**src/include/ulfc_regs.svh**
```systemverilog
// Register offsets, field positions, reset values and timing for the line format block.
// Assumes a 20 MHz core clock and word-addressed Avalon-MM register access.
`ifndef ULFC_REGS_SVH
`define ULFC_REGS_SVH

// Word indices; byte address is four times the index
`define ULFC_IDX_DATA 3'h0
`define ULFC_IDX_STAT 3'h1
`define ULFC_IDX_EFR 3'h2
`define ULFC_IDX_LFC 3'h3

// Status field positions
`define ULFC_ST_RDY 0
`define ULFC_ST_PERR 1
`define ULFC_ST_FERR 2
`define ULFC_ST_OVR 3
`define ULFC_ST_THRE 4
`define ULFC_ST_TIDLE 5

// Reset values
`define ULFC_LFC_RST 8'h00
`define ULFC_EFR_RST 8'h00
`define ULFC_CLK_HZ 20000000
`define ULFC_BAUD_DEF 9600
`define ULFC_DIV_RST 16'(`ULFC_CLK_HZ / `ULFC_BAUD_DEF)

`endif

```
**src/include/ulfc_pkg.sv**
```systemverilog
// Types and shared parity and word length helpers for the line format block.
// Assumes the register header is compiled alongside.
package ulfc_pkg;
	typedef struct packed {
		logic dlab;
		logic brk;
		logic force_par;
		logic even;
		logic pen;
		logic stop2;
		logic [1:0] wlen;
	} ulfc_lfc_t;

	typedef enum logic [2:0] {st_idle, st_start, st_data, st_par, st_stop} ulfc_ser_t;
	typedef enum logic [2:0] {sel_none, sel_data, sel_divl, sel_stat, sel_divh, sel_efr, sel_lfc} ulfc_sel_t;

	typedef struct packed {
		logic read;
		logic write;
		logic [2:0] address;
		logic [31:0] writedata;
	} ulfc_av_req_t;

	typedef struct packed {
		logic waitrequest;
		logic [31:0] readdata;
	} ulfc_av_rsp_t;

	typedef struct packed {
		ulfc_ser_t st;
		logic [16:0] cnt;
		logic [7:0] sh;
		logic [3:0] nbit;
		logic par;
		logic busy;
		logic txd;
	} ulfc_tx_state_t;

	typedef struct packed {
		ulfc_lfc_t lfc;
		logic [15:0] div;
		logic [7:0] efr;
		logic [7:0] thr;
		logic thr_full;
		logic [7:0] rbr;
		logic rdy;
		logic perr;
		logic ferr;
		logic ovr;
		ulfc_ser_t rst;
		logic [16:0] rcnt;
		logic [7:0] rsh;
		logic [3:0] rbit;
		logic rpe;
		logic s1;
		logic s2;
		ulfc_av_rsp_t rsp;
	} ulfc_top_state_t;

	function automatic logic [3:0] ulfc_nbits(input logic [1:0] wlen);
		return 4'h5 + {2'h0, wlen};
	endfunction : ulfc_nbits

	function automatic logic ulfc_parity(input logic [7:0] d, input ulfc_lfc_t c);
		logic [7:0] m;
		m = 8'hFF >> (4'h8 - ulfc_nbits(c.wlen));
		if (c.force_par) return ~c.even;
		return (^(d & m)) ^ ~c.even;
	endfunction : ulfc_parity
endpackage : ulfc_pkg

```
**src/rtl/ulfc_top.sv**
```systemverilog
// Line format control, registers, receiver and transmit holding for one serial channel.
// Assumes an Avalon-MM master on clk and an asynchronous serial line on rxd.
//
// The address map and the Avalon-MM slave port were left to the implementer.
`timescale 1ns/1ps
`include "ulfc_regs.svh"
module ulfc_top (
	input wire logic clk, // Core clock, 20 MHz
	input wire logic reset_n, // Async reset, active low
	input ulfc_pkg::ulfc_av_req_t av_req, // Avalon request
	output ulfc_pkg::ulfc_av_rsp_t av_rsp, // Avalon answer
	input wire logic rxd, // Serial input
	output logic txd // Serial output
);
	import ulfc_pkg::*;

	localparam ulfc_top_state_t TOP_RST = '{
		`ULFC_LFC_RST, `ULFC_DIV_RST, `ULFC_EFR_RST, 8'h00, 1'b0, 8'h00,
		1'b0, 1'b0, 1'b0, 1'b0, st_idle, 17'h00000, 8'h00, 4'h0, 1'b0,
		1'b1, 1'b1, '{1'b1, 32'h00000000}};

	ulfc_top_state_t s;
	ulfc_top_state_t n;
	ulfc_sel_t sel;
	logic commit;
	logic tx_load;
	logic tx_busy;
	logic rx;
	logic rtick;
	logic [16:0] bit_len;
	logic [3:0] nb;
	logic [7:0] aligned;
	logic [7:0] stat;
	logic [7:0] rd8;

	function automatic ulfc_sel_t ulfc_dec(input logic [2:0] a, input logic dlab);
		if (a == `ULFC_IDX_DATA) begin
			return dlab ? sel_divl : sel_data;
		end else if (a == `ULFC_IDX_STAT) begin
			return dlab ? sel_divh : sel_stat;
		end else if (a == `ULFC_IDX_EFR && dlab) begin
			return sel_efr;
		end else if (a == `ULFC_IDX_LFC) begin
			return sel_lfc;
		end else begin
			return sel_none;
		end
	endfunction : ulfc_dec

	ulfc_tx u_tx (
		.clk(clk),
		.reset_n(reset_n),
		.cfg(s.lfc),
		.divisor(s.div),
		.load(tx_load),
		.data(s.thr),
		.busy(tx_busy),
		.txd(txd)
	);

	always_comb begin
		n = s;
		rx = s.s2;
		n.s1 = rxd;
		n.s2 = s.s1;
		bit_len = (s.div == 16'h0000) ? 17'h00001 : {1'b0, s.div};
		nb = ulfc_nbits(s.lfc.wlen);
		aligned = s.rsh >> (4'h8 - nb);
		stat = 8'h00;
		stat[`ULFC_ST_RDY] = s.rdy;
		stat[`ULFC_ST_PERR] = s.perr;
		stat[`ULFC_ST_FERR] = s.ferr;
		stat[`ULFC_ST_OVR] = s.ovr;
		stat[`ULFC_ST_THRE] = ~s.thr_full;
		stat[`ULFC_ST_TIDLE] = ~s.thr_full & ~tx_busy;
		sel = ulfc_dec(av_req.address, s.lfc.dlab);
		case (sel)
			sel_data: rd8 = s.rbr;
			sel_divl: rd8 = s.div[7:0];
			sel_divh: rd8 = s.div[15:8];
			sel_stat: rd8 = stat;
			sel_efr: rd8 = s.efr;
			sel_lfc: rd8 = s.lfc;
			default: rd8 = 8'h00;
		endcase

		// Transmit holding hands over to the shifter
		tx_load = s.thr_full & ~tx_busy;
		if (tx_load) n.thr_full = 1'b0;

		// Bus: answer one cycle after the request, commit while waitrequest is low
		commit = ~s.rsp.waitrequest & (av_req.read | av_req.write);
		n.rsp.waitrequest = 1'b1;
		if (s.rsp.waitrequest && (av_req.read || av_req.write)) begin
			n.rsp.waitrequest = 1'b0;
			if (av_req.read) n.rsp.readdata = {24'h000000, rd8};
		end
		if (commit && av_req.write) begin
			case (sel)
				sel_data: begin
					n.thr = av_req.writedata[7:0];
					n.thr_full = 1'b1;
				end
				sel_divl: n.div[7:0] = av_req.writedata[7:0];
				sel_divh: n.div[15:8] = av_req.writedata[7:0];
				sel_efr: n.efr = av_req.writedata[7:0];
				sel_lfc: n.lfc = av_req.writedata[7:0];
				default: ;
			endcase
		end
		if (commit && av_req.read) begin
			if (sel == sel_data) n.rdy = 1'b0;
			if (sel == sel_stat) begin
				n.perr = 1'b0;
				n.ferr = 1'b0;
				n.ovr = 1'b0;
			end
		end

		////////////////////////////////////////////////////////////////////////////////
		// Receiver; its flag sets come after the bus clears so that a set wins
		rtick = (s.rcnt == bit_len - 17'h00001);
		n.rcnt = rtick ? 17'h00000 : s.rcnt + 17'h00001;
		case (s.rst)
			st_idle: begin
				n.rcnt = 17'h00000;
				if (!rx) n.rst = st_start;
			end
			st_start: if (s.rcnt == (bit_len >> 1)) begin
				n.rcnt = 17'h00000;
				n.rbit = 4'h0;
				n.rpe = 1'b0;
				n.rst = rx ? st_idle : st_data;
			end
			st_data: if (rtick) begin
				n.rsh = {rx, s.rsh[7:1]};
				n.rbit = s.rbit + 4'h1;
				if (s.rbit == nb - 4'h1) n.rst = s.lfc.pen ? st_par : st_stop;
			end
			st_par: if (rtick) begin
				n.rpe = (rx != ulfc_parity(aligned, s.lfc));
				n.rst = st_stop;
			end
			st_stop: if (rtick) begin
				n.rst = st_idle;
				n.rbr = aligned;
				n.ovr = n.ovr | n.rdy;
				n.rdy = 1'b1;
				if (!rx) n.ferr = 1'b1;
				if (s.rpe) n.perr = 1'b1;
			end
			default: n.rst = st_idle;
		endcase
	end

	always_ff @(posedge clk or negedge reset_n) begin
		if (!reset_n) begin
			s <= TOP_RST;
		end else begin
			s <= n;
		end
	end

	assign av_rsp = s.rsp;

	////////////////////////////////////////////////////////////////////////////////
	// Checks

	logic first;
	always_ff @(posedge clk or negedge reset_n) begin
		if (!reset_n) begin
			first <= 1'b1;
		end else begin
			first <= 1'b0;
		end
	end
endmodule : ulfc_top

```
**src/rtl/ulfc_tx.sv**
```systemverilog
// Serial transmitter shaped by the line format register.
// Assumes divisor is cycles per bit and load is a one-cycle pulse from the same clock.
`timescale 1ns/1ps
module ulfc_tx (
	input wire logic clk, // Core clock
	input wire logic reset_n, // Async reset, active low
	input ulfc_pkg::ulfc_lfc_t cfg, // Line format
	input wire logic [15:0] divisor, // Cycles per bit
	input wire logic load, // Start a character
	input wire logic [7:0] data, // Character to send
	output logic busy, // Character in progress
	output logic txd // Serial output
);
	import ulfc_pkg::*;

	localparam ulfc_tx_state_t TX_RST = '{st_idle, 17'h00000, 8'h00, 4'h0, 1'b0, 1'b0, 1'b1};

	ulfc_tx_state_t s;
	ulfc_tx_state_t n;
	logic [16:0] bit_len;
	logic [16:0] stop_len;
	logic [16:0] end_cnt;
	logic tick;
	logic lvl;

	always_comb begin
		bit_len = (divisor == 16'h0000) ? 17'h00001 : {1'b0, divisor};
		if (!cfg.stop2) begin
			stop_len = bit_len;
		end else if (cfg.wlen == 2'h0) begin
			stop_len = bit_len + (bit_len >> 1);
		end else begin
			stop_len = bit_len << 1;
		end
		end_cnt = ((s.st == st_stop) ? stop_len : bit_len) - 17'h00001;
		tick = (s.cnt == end_cnt);
		n = s;
		n.cnt = tick ? 17'h00000 : s.cnt + 17'h00001;
		case (s.st)
			st_idle: begin
				n.cnt = 17'h00000;
				if (load) begin
					n.st = st_start;
					n.sh = data;
					n.nbit = 4'h0;
					n.par = ulfc_parity(data, cfg);
					n.busy = 1'b1;
				end
			end
			st_start: if (tick) n.st = st_data;
			st_data: if (tick) begin
				n.sh = s.sh >> 1;
				n.nbit = s.nbit + 4'h1;
				if (s.nbit == ulfc_nbits(cfg.wlen) - 4'h1) begin
					n.st = cfg.pen ? st_par : st_stop;
				end
			end
			st_par: if (tick) n.st = st_stop;
			st_stop: if (tick) begin
				n.st = st_idle;
				n.busy = 1'b0;
			end
			default: n.st = st_idle;
		endcase
		case (n.st)
			st_start: lvl = 1'b0;
			st_data: lvl = n.sh[0];
			st_par: lvl = n.par;
			default: lvl = 1'b1;
		endcase
		n.txd = lvl & ~cfg.brk;
	end

	always_ff @(posedge clk or negedge reset_n) begin
		if (!reset_n) begin
			s <= TX_RST;
		end else begin
			s <= n;
		end
	end

	assign busy = s.busy;
	assign txd = s.txd;

	////////////////////////////////////////////////////////////////////////////////
	// Checks

	logic [16:0] stop_cyc;
	always_ff @(posedge clk or negedge reset_n) begin
		if (!reset_n) begin
			stop_cyc <= 17'h00000;
		end else begin
			stop_cyc <= (s.st == st_stop) ? stop_cyc + 17'h00001 : 17'h00000;
		end
	end
endmodule : ulfc_tx

```
**config.mk**
```make
export PLATFORM = sky130hd
export DESIGN_NAME = ulfc_top
export DESIGN_NICKNAME = d
export VERILOG_FILES = /design/src/include/ulfc_pkg.sv /design/src/rtl/ulfc_top.sv /design/src/rtl/ulfc_tx.sv
export VERILOG_INCLUDE_DIRS = /design/src /design/src/include
export SDC_FILE = /design/constraint.sdc
export NUM_CORES = 1
export LEC_CHECK = 0
export BUFFER_PORTS_ARGS = -buffer_cell sky130_fd_sc_hd__buf_2
export CAP_MARGIN = 15
export CORE_ASPECT_RATIO = 0.75
export CORE_MARGIN = 2
export CORE_UTILIZATION = 40
export DETAILED_ROUTE_END_ITERATION = 8
export PLACE_DENSITY = 0.64
export SYNTH_ARGS = -nofsm -noshare
export SYNTH_HDL_FRONTEND = slang
export SYNTH_SLANG_ARGS = --single-unit
```
**constraint.sdc**
```tcl
create_clock -name clk -period 7 [get_ports clk]
set_input_delay 0.35 -clock clk [delete_from_list [all_inputs] [get_ports clk]]
set_output_delay 0.35 -clock clk [all_outputs]
set_load 0.005 [all_outputs]
```
==> impl_metrics.env <==
export IMPL_cp_max_fo=17
export IMPL_tightest_slew_ns=1.07
export IMPL_gr_total_overflow=0
export IMPL_crit_required_ns=7.32
export IMPL_final_cell_mix="dfrtp_1 (124), nand2_1 (98), nor2_1 (89)"
export IMPL_fin_nets=1211
export IMPL_p_leak_nw=4.84
export IMPL_cts_htree_levels=4
export IMPL_synthToLayoutAreaGrowth_pct=10.3
export IMPL_drc_errors=0
export IMPL_synth_edf_count=0
export IMPL_totalWireLength_um=27200
export IMPL_fin_util=0.453
export IMPL_grt_pass1_wl_um=43600
export IMPL_core_um2=24200
export IMPL_viasPerCell=5.63
export IMPL_initial_core_util=0.411
export IMPL_die_area_um2=26100
export IMPL_ys_seq_area_frac=0.334
export IMPL_root_buffer="clkbuf_16"
export IMPL_grt_max_degree=71
export IMPL_die_w_um=186
export IMPL_clock_path_buffers=2
export IMPL_r2r_start="s[102]"
export IMPL_post_route_min_period_ns=6.53
export IMPL_slew_violations=0
export IMPL_setup_violations=0
export IMPL_worst_setup_path_end_kind="register"
export IMPL_vias=8262
export IMPL_period_share=0.933
export IMPL_fmax_ghz=0.153
export IMPL_post_cts_repair_setup_buffers=0
export IMPL_rows=49
export IMPL_rr_worst_depth=19
export IMPL_critPathArrivalTime_ns=6.85
export IMPL_synth_flop_cell="dfrtp_1"
export IMPL_crit_path_start_kind="register"
export IMPL_r2r_end="u_tx.txd"
export IMPL_timing_slew_headroom=0.273
export IMPL_final_common_cell="dfrtp_1"
export IMPL_syn_inst=1109
export IMPL_yosysUniqueCellTypes=90
export IMPL_hold_depth=2
export IMPL_finClkSkew_ns=0.0115
export IMPL_antenna_left=0
export IMPL_antenna_found_initial=0
export IMPL_ys_seq_elements=132
export IMPL_drt_iter0_drc=738
export IMPL_clk_latency_ns=0.43
export IMPL_numPortBuffers=25
export IMPL_grt_pass1_vias=7754
export IMPL_clock_sinks=132
export IMPL_p_per_area_nw_per_um2=289
export IMPL_rsz0062_at_grt="false"
export IMPL_r2r_slack_ns=0.47
export IMPL_cts_tree="done"
export IMPL_fill_cells=2362
export IMPL_routedWlPerCell_um=18.5
export IMPL_whs_endpoint="av_rsp[32]"
export IMPL_crit_type="register to register"
export IMPL_outcome="complete, no violations"
export IMPL_clkTransAtPathRegs_ns=0.06
export IMPL_ios=74
export IMPL_cap_violations=0
export IMPL_hold_class="primary input to register"
export IMPL_ys_warn_count=0
export IMPL_hpwlAfterDp_um=20300
export IMPL_postSynthAreaPerCell_um2=8.94
export IMPL_hold_slack_ns=0.104
export IMPL_tns_ns=0
export IMPL_peakVddDrop_mv=0.217
export IMPL_place_congestion=0.900
export IMPL_fin_ws_ns=0.467
export IMPL_cts_buffers=17
export IMPL_drt_pass1_iterations=5
export IMPL_finalHoldViolCount=0
export IMPL_antenna_cells=0
export IMPL_grt_total_usage=0.217
export IMPL_die_y_um=140
export IMPL_dp_slack_ns=0.529
export IMPL_syn_area_um2=9920
export IMPL_hp_start="av_req[35]"
export IMPL_synth_async_reset_ratio=1.00
export IMPL_drive_gt1_frac=0.152
[state kept, by name, summed over array words and instances, names as in the netlist]
name       flops
n              1
av_rsp         9
u_tx.txd       1
u_tx.s        33
rx             1
s             86
u_tx.busy      1
[cell type report]
cell class	instances	area, µm²	area share
inverters	67	251	0.0230
flip-flops and latches	132	3310	0.303
repair buffers	59	392	0.0358
clock buffers	19	433	0.0396
multi-input cells	846	6000	0.549
clock inverters	13	135	0.0124
well taps	331	414	0.0379
[critical path, stage by stage, from the launching register on]
cell and delay [ns]:
dfstp_2 0.65, inv_1 0.11, ha_1 0.20, nand4_1 0.15, or3_1 0.52, nand2_1 0.25, ha_1 0.44, and3_1 0.25
o211a_1 0.14, or4_4 0.53, a31oi_4 0.23, or3b_4 0.44, or4b_4 0.59, or4_1 0.52, a31oi_1 0.20, a211oi_2 0.10
buf_4 0.19, o41ai_2 0.44, o21ai_1 0.12, a311oi_1 0.34
[synthesized netlist by cell type, drive strengths merged, types with 18 or more instances]
library cell	number	area, µm²
nand3	48	245
clkbuf	44	165
ha	47	588
a21oi	39	195
xor2	47	412
nor2	90	345
buf	43	298
and3	18	113
nand2	99	374
mux2i	21	210
o21ai	50	250
mux2	47	529
dfrtp	124	3100
nor3	19	95.1
inv	67	251
xnor2	67	587
[logic make-up (layout without fill, tap and decap cells)]
kind of cell / count (synthesis) / after routing / synth area share
multiplexers: 73 / 73 / 0.0859
AND/OR/NAND/NOR: 373 / 373 / 0.192
buffers and inverters: 154 / 158 / 0.0720
flip-flops: 132 / 132 / 0.334
XOR/XNOR: 115 / 115 / 0.103
AO/OA/AOI/OAI: 213 / 213 / 0.152
other: 1 / 24 / 0.000378
adder cells (fa/ha/maj): 48 / 48 / 0.0613
[per-layer routing]
| metal | GRT usage | share of wire | wire length (µm) | up-vias |
|---|---|---|---|---|
| met5 | 0 | 0 | 0 | - |
| met4 | 0.0746 | 0.026 | 704 | 0 |
| met3 | 0.0452 | 0.078 | 2130 | 42 |
| met2 | 0.288 | 0.40 | 10800 | 331 |
| met1 | 0.340 | 0.50 | 13600 | 3984 |
| li1 | - | - | - | 3905 |
[what timing repair did]
action                    in CTS  in global routing
resized for setup              0                  0
hold endpoints to repair      64                  0
hold buffers                   2                  0
[power by group]
part	leakage (nW)	switching, W	internal [W]	total [W]
clock	0.277	0.000347	0.000523	0.000870
combinational	2.84	0.000756	0.000527	0.00128
sequential	1.72	0.000146	0.000866	0.00101
[how the worst max path moves through the flow]
stage | end | start | slack [ns] | cells after the start
3_3_place_gp | u_tx.s[5] | s[102] | 0.65 | 21
5_1_grt | u_tx.txd | s[102] | 0.09 | 20
4_1_cts | u_tx.s[5] | s[102] | 0.50 | 21
2_1_floorplan | u_tx.s[10] | s[99] | 0.72 | 24
3_5_place_dp | u_tx.s[5] | s[102] | 0.53 | 21
6_report | u_tx.txd | s[102] | 0.47 | 19
[per-stage QoR]
stage | instance area, µm² | cells | total power (W)
2_1_floorplan | 10000 | 1132 | 0.00190
3_3_place_gp | 10400 | 1433 | 0.00224
3_5_place_dp | 10400 | 1433 | 0.00226
4_1_cts | 10900 | 1467 | 0.00315
5_1_grt | 10900 | 1467 | 0.00335
6_report | 10900 | 1467 | 0.00316
Power figures use the tool's default switching activity.
